--- config.mk ---
export PLATFORM = sky130hd
export DESIGN_NAME = pll_ref_switch
export DESIGN_NICKNAME = d
export VERILOG_FILES = /design/src/common/pll_switch_pkg.sv /design/src/logic/ref_edge_sense.sv /design/src/logic/pll_ref_switch.sv
export SDC_FILE = /design/constraint.sdc
export NUM_CORES = 1
export LEC_CHECK = 0
export ABC_AREA = 1
export BUFFER_PORTS_ARGS = -buffer_cell sky130_fd_sc_hd__buf_2
export CAP_MARGIN = 25
export CORE_MARGIN = 1.5
export CORE_UTILIZATION = 43
export CTS_CLUSTER_DIAMETER = 80
export DETAILED_ROUTE_END_ITERATION = 6
export GPL_TIMING_DRIVEN = 0
export PLACE_DENSITY = 0.79
export RECOVER_POWER = 50
export SYNTH_ARGS = -nofsm -noshare
export SYNTH_HDL_FRONTEND = slang
export SYNTH_SLANG_ARGS = --single-unit
--- constraint.sdc ---
create_clock -name core_clk -period 1.5 [get_ports core_clk]
set_clock_uncertainty 0.05 [all_clocks]
set_input_delay 0.225 -clock core_clk [delete_from_list [all_inputs] [get_ports core_clk]]
set_output_delay 0.225 -clock core_clk [all_outputs]
set_load 0.01 [all_outputs]
--- src/common/pll_switch_pkg.sv ---
package pll_switch_pkg;

    // Register byte offsets
    localparam logic [7:0] CTRL_OFS = 8'h00;
    localparam logic [7:0] STATUS_OFS = 8'h04;

    // Control register fields
    localparam int CTRL_MODE_LSB = 0;
    localparam int CTRL_MODE_W = 2;
    localparam logic [1:0] CTRL_MODE_RST = 2'h0;

    // Status register fields
    localparam int STAT_LOST_PRI_BIT = 0;
    localparam int STAT_LOST_BAK_BIT = 1;
    localparam int STAT_ACTIVE_BIT = 2;
    localparam int STAT_BUSY_BIT = 3;

    // Selection values
    localparam logic SEL_PRIMARY = 1'b0;

    // Timing counts, in reference input cycles
    localparam logic [1:0] LOST_LIMIT = 2'h2;
    localparam logic [1:0] MAN_HOLD_CYCLES = 2'h3;

    typedef enum logic [1:0] {
        MODE_AUTO = 2'h0,
        MODE_MANUAL = 2'h1,
        MODE_OVERRIDE = 2'h2
    } sw_mode_t;

    typedef enum logic [1:0] {
        ST_IDLE = 2'h0,
        ST_DRAIN = 2'h1,
        ST_HOLD = 2'h3
    } sw_state_t;

endpackage : pll_switch_pkg

--- src/logic/ref_edge_sense.sv ---
`timescale 1ns/1ps
module ref_edge_sense (
    input wire logic core_clk,
    input wire logic rstn,
    input wire logic pin_in,
    output logic level,
    output logic rise,
    output logic fall
);
    // Stage 0 only feeds stage 1; stage 2 is the edge history
    logic [2:0] sh_r;

    always_ff @(posedge core_clk) begin
        if (!rstn) begin
            sh_r <= 3'h0;
        end else begin
            sh_r <= {sh_r[1:0], pin_in};
        end
    end

    assign level = sh_r[1];
    assign rise = sh_r[1] & ~sh_r[2];
    assign fall = ~sh_r[1] & sh_r[2];

endmodule : ref_edge_sense

--- src/logic/pll_ref_switch.sv ---
`timescale 1ns/1ps
// Behaviour
// - Auto mode: when selected input stops toggling, switch to the other input.
// - Manual mode: swap inputs after request rises and stays high three cycles.
// - Override mode: high switch request beats the automatic stopped-clock decision.
// - Primary input is selected after reset.
// - Outputs: lost flag per input plus a selected-input indicator.
// - Auto mode: lost flag rises when its input is found stopped.
// - Lost flags unreliable if frequencies differ over 20%; indicator stays valid.
// - Indicator shows which input drives the loop reference.
// - No switchover when both inputs are stopped.
// - Stuck-low input flagged after about two cycles, then the other input selected.
// - Gate reference on old input's fall; switch mux and indicator on new's fall.
// - Override with both running: a held request rise swaps the indicator, no lost flag.
// - Only rising request edges act; a falling edge never switches back.
// - Switch to a stopped input waits until that input toggles.
// - Auto switching back and forth is unlimited.
module pll_ref_switch
    import pll_switch_pkg::*;
(
    input wire logic core_clk,
    input wire logic rstn,
    input wire logic ref_in_primary,
    input wire logic ref_in_backup,
    input wire logic switch_req,
    output logic ref_out,
    output logic lost_primary,
    output logic lost_backup,
    output logic active_backup,
    input wire logic wb_cyc_i,
    input wire logic wb_stb_i,
    input wire logic wb_we_i,
    input wire logic [7:0] wb_adr_i,
    input wire logic [3:0] wb_sel_i,
    input wire logic [31:0] wb_dat_i,
    output logic [31:0] wb_dat_o,
    output logic wb_ack_o
);

    logic [1:0] lvl;
    logic [1:0] rise;
    logic [1:0] fall;
    logic req_lvl;
    logic req_rise;

    ref_edge_sense u_sense_pri (
        .core_clk(core_clk),
        .rstn(rstn),
        .pin_in(ref_in_primary),
        .level(lvl[0]),
        .rise(rise[0]),
        .fall(fall[0])
    );

    ref_edge_sense u_sense_bak (
        .core_clk(core_clk),
        .rstn(rstn),
        .pin_in(ref_in_backup),
        .level(lvl[1]),
        .rise(rise[1]),
        .fall(fall[1])
    );

    ref_edge_sense u_sense_req (
        .core_clk(core_clk),
        .rstn(rstn),
        .pin_in(switch_req),
        .level(req_lvl),
        .rise(req_rise),
        .fall()
    );

    // Register file
    logic [1:0] mode_r;
    logic ack_r;
    logic [31:0] rdat_r;
    wire bus_req = wb_cyc_i & wb_stb_i & ~ack_r;
    wire hit_ctrl = (wb_adr_i[7:2] == CTRL_OFS[7:2]);
    wire hit_stat = (wb_adr_i[7:2] == STATUS_OFS[7:2]);
    wire ctrl_wr = bus_req & wb_we_i & hit_ctrl & wb_sel_i[0];

    // Mode decode; the unused encoding behaves as manual
    wire auto_en = (mode_r == MODE_AUTO) | (mode_r == MODE_OVERRIDE);
    wire man_en = (mode_r != MODE_AUTO);
    wire override_en = (mode_r == MODE_OVERRIDE);

    // Stopped-clock detection
    logic [1:0] idle_cnt_r [2];
    logic [1:0] det_lost;
    assign det_lost[0] = (idle_cnt_r[0] == LOST_LIMIT);
    assign det_lost[1] = (idle_cnt_r[1] == LOST_LIMIT);

    always_ff @(posedge core_clk) begin
        for (int i = 0; i < 2; i++) begin
            if (!rstn) begin
                idle_cnt_r[i] <= 2'h0;
            end else if (rise[i] || fall[i]) begin
                // Either own edge proves activity, so an input half as fast is not flagged
                idle_cnt_r[i] <= 2'h0;
            end else if (rise[1 - i] && !det_lost[i]) begin
                idle_cnt_r[i] <= idle_cnt_r[i] + 2'h1;
            end
        end
    end

    // Switch state machine
    sw_state_t st_r;
    sw_state_t st_nxt;
    logic sel_r;
    logic req_armed_r;
    logic [1:0] hold_cnt_r;

    wire st_idle = (st_r == ST_IDLE);
    wire old_lvl = sel_r ? lvl[1] : lvl[0];
    wire new_fall = sel_r ? fall[0] : fall[1];
    wire sel_lost = sel_r ? det_lost[1] : det_lost[0];
    wire alt_lost = sel_r ? det_lost[0] : det_lost[1];
    wire sel_rise = sel_r ? rise[1] : rise[0];

    wire man_trig = man_en & st_idle & req_armed_r & req_lvl & (hold_cnt_r == MAN_HOLD_CYCLES);
    // In override mode, request held high blocks the automatic decision
    wire auto_block = override_en & req_lvl;
    wire auto_trig = auto_en & st_idle & sel_lost & ~alt_lost & ~auto_block;
    wire trig = man_trig | auto_trig;

    always_comb begin
        st_nxt = st_r;
        case (st_r)
            ST_IDLE: begin
                if (trig) begin
                    st_nxt = ST_DRAIN;
                end
            end
            ST_DRAIN: begin
                // Old input low: gating now cannot clip a high phase
                if (!old_lvl) begin
                    st_nxt = ST_HOLD;
                end
            end
            ST_HOLD: begin
                // A stopped target never falls, so the switch waits
                if (new_fall) begin
                    st_nxt = ST_IDLE;
                end
            end
            default: begin
                st_nxt = ST_IDLE;
            end
        endcase
    end

    always_ff @(posedge core_clk) begin
        if (!rstn) begin
            st_r <= ST_IDLE;
            sel_r <= SEL_PRIMARY;
        end else begin
            st_r <= st_nxt;
            if (st_r == ST_HOLD && new_fall) begin
                sel_r <= ~sel_r;
            end
        end
    end

    // Manual request: armed only by a rising edge, disarmed when used or dropped
    always_ff @(posedge core_clk) begin
        if (!rstn) begin
            req_armed_r <= 1'b0;
            hold_cnt_r <= 2'h0;
        end else if (req_rise) begin
            req_armed_r <= 1'b1;
            hold_cnt_r <= 2'h0;
        end else if (man_trig || !req_lvl) begin
            req_armed_r <= 1'b0;
            hold_cnt_r <= 2'h0;
        end else if (req_armed_r && sel_rise && hold_cnt_r != MAN_HOLD_CYCLES) begin
            hold_cnt_r <= hold_cnt_r + 2'h1;
        end
    end

    // Registered outputs
    logic ref_out_r;
    logic lost_pri_r;
    logic lost_bak_r;

    always_ff @(posedge core_clk) begin
        if (!rstn) begin
            ref_out_r <= 1'b0;
            lost_pri_r <= 1'b0;
            lost_bak_r <= 1'b0;
        end else begin
            ref_out_r <= (st_r != ST_HOLD) & old_lvl;
            lost_pri_r <= auto_en & det_lost[0];
            lost_bak_r <= auto_en & det_lost[1];
        end
    end

    assign ref_out = ref_out_r;
    assign lost_primary = lost_pri_r;
    assign lost_backup = lost_bak_r;
    assign active_backup = sel_r;

    // Wishbone slave: one wait state, unmapped reads return zero
    wire [31:0] stat_word = {28'h0, ~st_idle, sel_r, lost_bak_r, lost_pri_r};
    wire [31:0] ctrl_word = {30'h0, mode_r};
    wire [31:0] rd_mux = hit_ctrl ? ctrl_word : (hit_stat ? stat_word : 32'h0);

    always_ff @(posedge core_clk) begin
        if (!rstn) begin
            mode_r <= CTRL_MODE_RST;
            ack_r <= 1'b0;
            rdat_r <= 32'h0;
        end else begin
            ack_r <= bus_req;
            if (bus_req) begin
                rdat_r <= rd_mux;
            end
            if (ctrl_wr) begin
                mode_r <= wb_dat_i[CTRL_MODE_LSB +: CTRL_MODE_W];
            end
        end
    end

    assign wb_ack_o = ack_r;
    assign wb_dat_o = rdat_r;
endmodule : pll_ref_switch

==> results.md, run 1 <==
* Routed length per placed instance at 8.079 µm
* Total die area at 3876 µm²
* Synthesized area at 1510 µm²
* Routability-driven placement congestion ratio at 0.7983
* Proportion of power drawn by flip-flops and latches at 52.3%
* Net count, final at 315
* Routed Wire Length at 2.448 mm
* Max Freq at 749.1 MHz
* Final period demand of the worst path at 1.335 ns
* Number of failing setup endpoints in the final timing report at 0
* Final count of pins violating max slew at 0
* Top fanout value on the critical path at 3
* Setup fix buffers added after clock tree synthesis at 0
* Final Cycle Share at 88.99%
* Most common cell after layout, fill and taps aside: sky130_fd_sc_hd__nand2_1
* Die Y-Extent at 62.26 µm
* Global-route wire length before repair at 4.284 mm
* Total routing resource utilization after global routing at 14.14%
* Cell Int Power at 1.186 mW
* Sw power at 0.3996 mW
* Placeable core area at 3363 µm²
* Initial cell density of the core at 44.90%
* Remaining global-route overflow at 0
* Count of warnings emitted by yosys at 0
* Most frequent cells in the layout: sky130_fd_sc_hd__nand2_1, sky130_fd_sc_hd__inv_1, sky130_fd_sc_hd__buf_4, sky130_fd_sc_hd__conb_1, sky130_fd_sc_hd__dfxtp_1
* Path category of the worst min-delay check: input pin to register
* Met3 demand-to-capacity share in global routing at 5.254%
* Proportion of layout cells with a drive suffix above 1 at 23.74%
* DR vias/cell at 4.083
* Number of design rule violations left after detail routing at 0
* Largest net degree at the start of global routing at 11
* Antenna viol nets, final at 0
* Routing layer with the top usage in global route: met2
* Clk Tree Root Cell: sky130_fd_sc_hd__clkbuf_4
* First-pass iteration count of the detailed router at 4
* Maximum level of the CTS H-tree at 2
* Utilization after layout at 55.54%
* Final Hold Fails at 0
* Combinational group share of total power at 13.5%
* Global-route met2 utilization at 23.23%
* Type of the worst setup path: register to register
* P_leak at 1.015 nW
* Longest Clk Path Bufs at 2
* VDD IR max at 433.8 µV
* Startpoint kind of the worst setup timing path: register
* Area growth from synthesis to layout at 23.70%
* Final setup TNS at 0 ns
* Number of storage elements in the synthesis netlist at 29
* Switching power as a share of total power at 25.20%
* Number of antenna violations at the first check in global routing at 0
* Nature of the critical path endpoint: register
* Number of port buffers at 24
* TritonCTS Sinks at 29
* Cell count after synthesis at 196
* DP Area at 1789 µm²
* Req. time, crit path at 1.50 ns
* Insertion delay to the later sink of the worst-skew pair at 0.33 ns
* Total number of placement rows at 21
* Distinct cell type count of the synthesized netlist at 23
* Antenna diode count at 0
* Result of the run: finished clean
* Iteration-0 DRC count of the detailed router at 49
* Inserted Clock Buffers at 5
* Power density cells at 849.0 nW/µm²
* Count of maximum capacitance violations at 0
* Met1 track demand over resource at 15.07%
* Part of the power in the clock network at 34.1%
* Setup repair after global routing missed its margin: no
* Post-synthesis sequential area ratio at 41.09%
* Die Wd at 62.26 µm
* # IOs at 89
* Via count of the first global-routing pass at 1,092
* Synthesized area per cell at 7.705 µm²
* CTS tree: yes
* Post-route cell area at 1868 µm²
* WP data arrival at 1.33 ns
* Clock transition time at the flip-flop clock pins of the worst setup and hold paths at 0.09 ns
* Half-perimeter wire length of the detailed placement result at 1.958 mm
* Vias after detailed routing at 1,237
-- path summary, 6_finish.rpt --
check | endpoint | slack [ns] | depth (start not counted) | start
setup / recovery | idle_cnt_r[1][0]$_SDFFCE_PN0P_ | 0.17 | 5 | idle_cnt_r[1][0]$_SDFFCE_PN0P_
hold / removal | u_sense_req.sh_r[0]$_SDFF_PN0_ | 0.02 | 3 | switch_req
setup reg to reg | idle_cnt_r[1][0]$_SDFFCE_PN0P_ | 0.17 | 5 | idle_cnt_r[1][0]$_SDFFCE_PN0P_
hold reg to reg | u_sense_req.sh_r[1]$_SDFF_PN0_ | 0.37 | 2 | u_sense_req.sh_r[0]$_SDFF_PN0_
-- routing by layer --
metal,vias up,routed length (µm)
met1,519,1031
met3,11,185
met2,37,1139
met4,0,91
li1,670,-
met5,-,0
-- layout make-up --
class,count,area [µm²]
inverters,31,116.4
clock buffers,7,65.06
fillers,363,1495
repair buffers,26,131.4
multi-input cells,133,654.4
clock inverters,1,5.005
plain buffers,30,217.7
well taps,46,57.56
flip-flops and latches,29,620.6
-- repair_timing --
item                      4_1_cts  5_1_grt
hold endpoints to repair        2        0
resized for setup               0        0
hold buffers                    2        0
-- worst max-delay path, stage by stage (launching register included) --
cell                       delay [ns]
sky130_fd_sc_hd__edfxtp_1        0.36
sky130_fd_sc_hd__inv_1           0.05
sky130_fd_sc_hd__ha_1            0.20
sky130_fd_sc_hd__inv_1           0.10
sky130_fd_sc_hd__nand4_1         0.15
sky130_fd_sc_hd__nand3_1         0.16
-- through the flow --
stage | total power [mW] | worst slack (ns) | hold WS (ns) | cells
3_3_place_gp | 1.054 | 0.2094 | 0.3423 | 293
2_1_floorplan | 1.013 | 0.2721 | 0.2726 | 223
4_1_cts | 1.611 | 0.1626 | 0.003250 | 303
3_5_place_dp | 1.060 | 0.1775 | 0.3460 | 293
6_report | 1.586 | 0.1651 | 0.02222 | 303
5_1_grt | 1.672 | 0.05422 | 0.02171 | 303
-- state kept, by name, summed over array words and instances (netlist names) --
name,flops
idle_cnt_r,4
wb_dat_o,4
u_sense_bak.sh_r,3
u_sense_pri.sh_r,3
u_sense_req.sh_r,3
hold_cnt_r,2
mode_r,2
st_r,2
active_backup,1
lost_backup,1
lost_primary,1
ref_out,1
req_armed_r,1
wb_ack_o,1
-- cells in the mapped netlist --
| cell | count | share of area [%] |
|---|---|---|
| sky130_fd_sc_hd__o211ai_1 | 2 | 0.99 |
| sky130_fd_sc_hd__buf_2 | 2 | 0.66 |
| sky130_fd_sc_hd__a21oi_1 | 9 | 3.0 |
| sky130_fd_sc_hd__nand4_1 | 3 | 1.2 |
| sky130_fd_sc_hd__conb_1 | 1 | 0.25 |
| sky130_fd_sc_hd__nor2_4 | 1 | 0.75 |
| sky130_fd_sc_hd__ha_1 | 7 | 5.8 |
| sky130_fd_sc_hd__a21oi_2 | 1 | 0.58 |
| sky130_fd_sc_hd__nand2_1 | 51 | 13 |
| sky130_fd_sc_hd__nand3b_4 | 1 | 1.3 |
| sky130_fd_sc_hd__nor2_1 | 11 | 2.7 |
| sky130_fd_sc_hd__nor3_1 | 2 | 0.66 |
| sky130_fd_sc_hd__dfxtp_1 | 25 | 33 |
| sky130_fd_sc_hd__buf_4 | 28 | 14 |
| sky130_fd_sc_hd__nor2_2 | 2 | 0.83 |
| sky130_fd_sc_hd__or2_1 | 1 | 0.41 |
| sky130_fd_sc_hd__nor3_2 | 1 | 0.66 |
| sky130_fd_sc_hd__inv_2 | 1 | 0.25 |
| sky130_fd_sc_hd__or2_2 | 1 | 0.41 |
| sky130_fd_sc_hd__inv_1 | 30 | 7.5 |
| sky130_fd_sc_hd__nand3_2 | 1 | 0.66 |
| sky130_fd_sc_hd__nand3_1 | 11 | 3.6 |
| sky130_fd_sc_hd__edfxtp_1 | 4 | 8.0 |
-- cell families after synthesis --
group,synth area share [%]
compound gates,4.556
fa+ha+maj,5.799
buf+inv,22.29
flops,41.09
other cells,0.2483
simple gates,26.02
-- power groups by stage --
| stage | Clock [mW] | Sequential, mW | Combinational [mW] |
|---|---|---|---|
| floorplan | 0 | 0.847 | 0.166 |
| global placement | 0 | 0.847 | 0.207 |
| detailed placement | 0 | 0.848 | 0.211 |
| CTS | 0.565 | 0.830 | 0.216 |
| global route | 0.594 | 0.834 | 0.244 |
| finish | 0.542 | 0.830 | 0.215 |
(Power assumes the default switching activity.)
==> run 2: changes to the inputs <==
--- a/config.mk
+++ b/config.mk
@@ -8,7 +8,7 @@
 export ABC_AREA = 1
 export BUFFER_PORTS_ARGS = -buffer_cell sky130_fd_sc_hd__buf_2
 export CAP_MARGIN = 25
-export CORE_MARGIN = 1.5
+export CORE_MARGIN = 4
 export CORE_UTILIZATION = 43
 export CTS_CLUSTER_DIAMETER = 80
 export DETAILED_ROUTE_END_ITERATION = 6
==> run 2 against run 1 <==
Combinational power fell by 2%. Register-to-register slack hardly changed. Die area grew 17%. Setup slack improved by 0.0076 ns. Global-route usage decreased by 1.8 points. Worst hold slack better by 0.0046 ns. Total power is 2.8% higher. Critical path depth fell by 1. Via count fell by 3.9%. Core utilization down 0.26 points. Final area is 0.47% lower.
==> results.md, run 2 (same netlist as run 1, synthesis figures left out) <==
* Result of the run: finished clean
* CTS tree: yes
* Die Y-Extent at 67.26 µm
* Die Wd at 67.26 µm
* Critical path buffers and inverters at 1
* Routed Wire Length at 2.501 mm
* Final period demand of the worst path at 1.327 ns
* Total number of placement rows at 21
* Most frequent cells in the layout: sky130_fd_sc_hd__nand2_1, sky130_fd_sc_hd__inv_1, sky130_fd_sc_hd__buf_4, sky130_fd_sc_hd__conb_1, sky130_fd_sc_hd__dfxtp_1
* FILL cells at 353
* Worst setup startpoint: u_sense_bak.sh_r[2]$_SDFF_PN0_
* First-pass iteration count of the detailed router at 6
* CTS Hold Bufs at 0
* Area growth from synthesis to layout at 23.11%
* Type of the worst setup path: register to register
* Final Hold Fails at 0
* Clock transition time at the flip-flop clock pins of the worst setup and hold paths at 0.08 ns
* Final count of pins violating max slew at 0
* Slowest cell delay on critical path at 0.34 ns
* Number of failing setup endpoints in the final timing report at 0
* Global-route wire length before repair at 4.126 mm
* Max Freq at 753.4 MHz
* Number of port buffers at 24
* Power density cells at 876.7 nW/µm²
* Cell with the biggest individual delay on the critical path: sky130_fd_sc_hd__dfxtp_1
* Path category of the worst min-delay check: input pin to register
* Req. time, crit path at 1.48 ns
* Final Cycle Share at 88.49%
* Number of cells upsized or downsized after cts at 0
* Routed length per placed instance at 8.309 µm
* Nature of the critical path endpoint: register
* DR vias/cell at 3.950
* TritonCTS Sinks at 29
* Total die area at 4524 µm²
* Clk Tree Root Cell: sky130_fd_sc_hd__clkbuf_4
* Final setup TNS at 0 ns
* Maximum level of the CTS H-tree at 2
* # IOs at 89
* P_leak at 1.014 nW
* Reg2reg start: u_sense_bak.sh_r[2]$_SDFF_PN0_
* Total routing resource utilization after global routing at 12.33%
* Number of antenna violations at the first check in global routing at 0
* Startpoint kind of the worst setup timing path: register
* WP data arrival at 1.31 ns
* Setup fix buffers added after clock tree synthesis at 0
* Antenna viol nets, final at 0
* Count of maximum capacitance violations at 0
* Start point of the worst hold path: ref_in_primary
* Initial cell density of the core at 44.90%
* Number of design rule violations left after detail routing at 0
* Top fanout value on the critical path at 3
* Delay-heaviest family, CP: flip-flops
* VDD IR max at 504.9 µV
* Cell Chain, Critical Path: inv_1 > ha_1 > nand4_1 > nand3_1
* DP Area at 1789 µm²
* Largest net degree at the start of global routing at 11
* Remaining global-route overflow at 0
* Most common cell after layout, fill and taps aside: sky130_fd_sc_hd__nand2_1
* Longest Clk Path Bufs at 2
* Half-perimeter wire length of the detailed placement result at 2.022 mm
* Routability-driven placement congestion ratio at 0.8254
* Placeable core area at 3363 µm²
* Post-route cell area at 1859 µm²
* Iteration-0 DRC count of the detailed router at 46
* Antenna diode count at 0
* Setup repair after global routing missed its margin: no
* Via count of the first global-routing pass at 1,029
* Inserted Clock Buffers at 5
* Vias after detailed routing at 1,189
* Insertion delay to the later sink of the worst-skew pair at 0.33 ns
* Proportion of layout cells with a drive suffix above 1 at 23.92%
* Net count, final at 313
run 2: cell types whose count changed in the layout (fill, tap and decap cells not counted):
cell and change:
sky130_fd_sc_hd__buf_2 +1, sky130_fd_sc_hd__clkbuf_16 +1, sky130_fd_sc_hd__clkbuf_8 -1, sky130_fd_sc_hd__dlygate4sd3_1 -2
sky130_fd_sc_hd__clkinv_2 -1
run 2: worst reg2reg max path, stage by stage (launching register included):
cell and delay [ns]:
sky130_fd_sc_hd__dfxtp_1 0.34, sky130_fd_sc_hd__inv_1 0.05, sky130_fd_sc_hd__ha_1 0.29, sky130_fd_sc_hd__nand4_1 0.15, sky130_fd_sc_hd__nand3_1 0.16
run 2: layout make-up:
| type | instances | area [µm²] | share of cell area [%] |
|---|---|---|---|
| Timing Repair Buffer | 24 | 112.6 | 6.057 |
| Clock buffer | 8 | 80.08 | 4.307 |
| Inverter | 31 | 116.4 | 6.258 |
| Sequential cell | 29 | 620.6 | 33.38 |
| Multi-Input combinational cell | 133 | 654.4 | 35.20 |
| Buffer | 30 | 217.7 | 11.71 |
| Tap cell | 46 | 57.56 | 3.096 |
run 2: per-stage QoR:
stage               hold slack (ns)  std cells  worst slack, ns  power, mW  utilization (%)
finish                      0.02677        301           0.1726      1.630            55.28
global route                0.01452        301          0.06259      1.727            55.28
CTS                        0.005906        301           0.1688      1.657            55.58
detailed placement           0.3491        293           0.1887      1.058            53.20
global placement             0.3419        293           0.2109      1.054            53.20
floorplan                    0.2726        223           0.2721      1.013                -
run 2: final timing paths:
| kind | to | slack (ns) | cells past startpoint |
|---|---|---|---|
| worst max-delay path | idle_cnt_r[1][1]$_SDFFCE_PN0P_ | 0.17 | 4 |
| worst min-delay path | u_sense_pri.sh_r[0]$_SDFF_PN0_ | 0.03 | 3 |
| worst max register to register | idle_cnt_r[1][1]$_SDFFCE_PN0P_ | 0.17 | 4 |
| worst min register to register | u_sense_req.sh_r[1]$_SDFF_PN0_ | 0.36 | 2 |
run 2: per-layer routing:
metal  track usage (%)  routed length, µm
met5                 0                  0
met4             6.076                 46
met3             5.657                202
met2             20.00               1165
met1             13.57               1087
run 2: report_power, final:
part	internal, mW	switching, mW
registers	0.816	0.0140
logic	0.0964	0.114
clock network	0.331	0.259
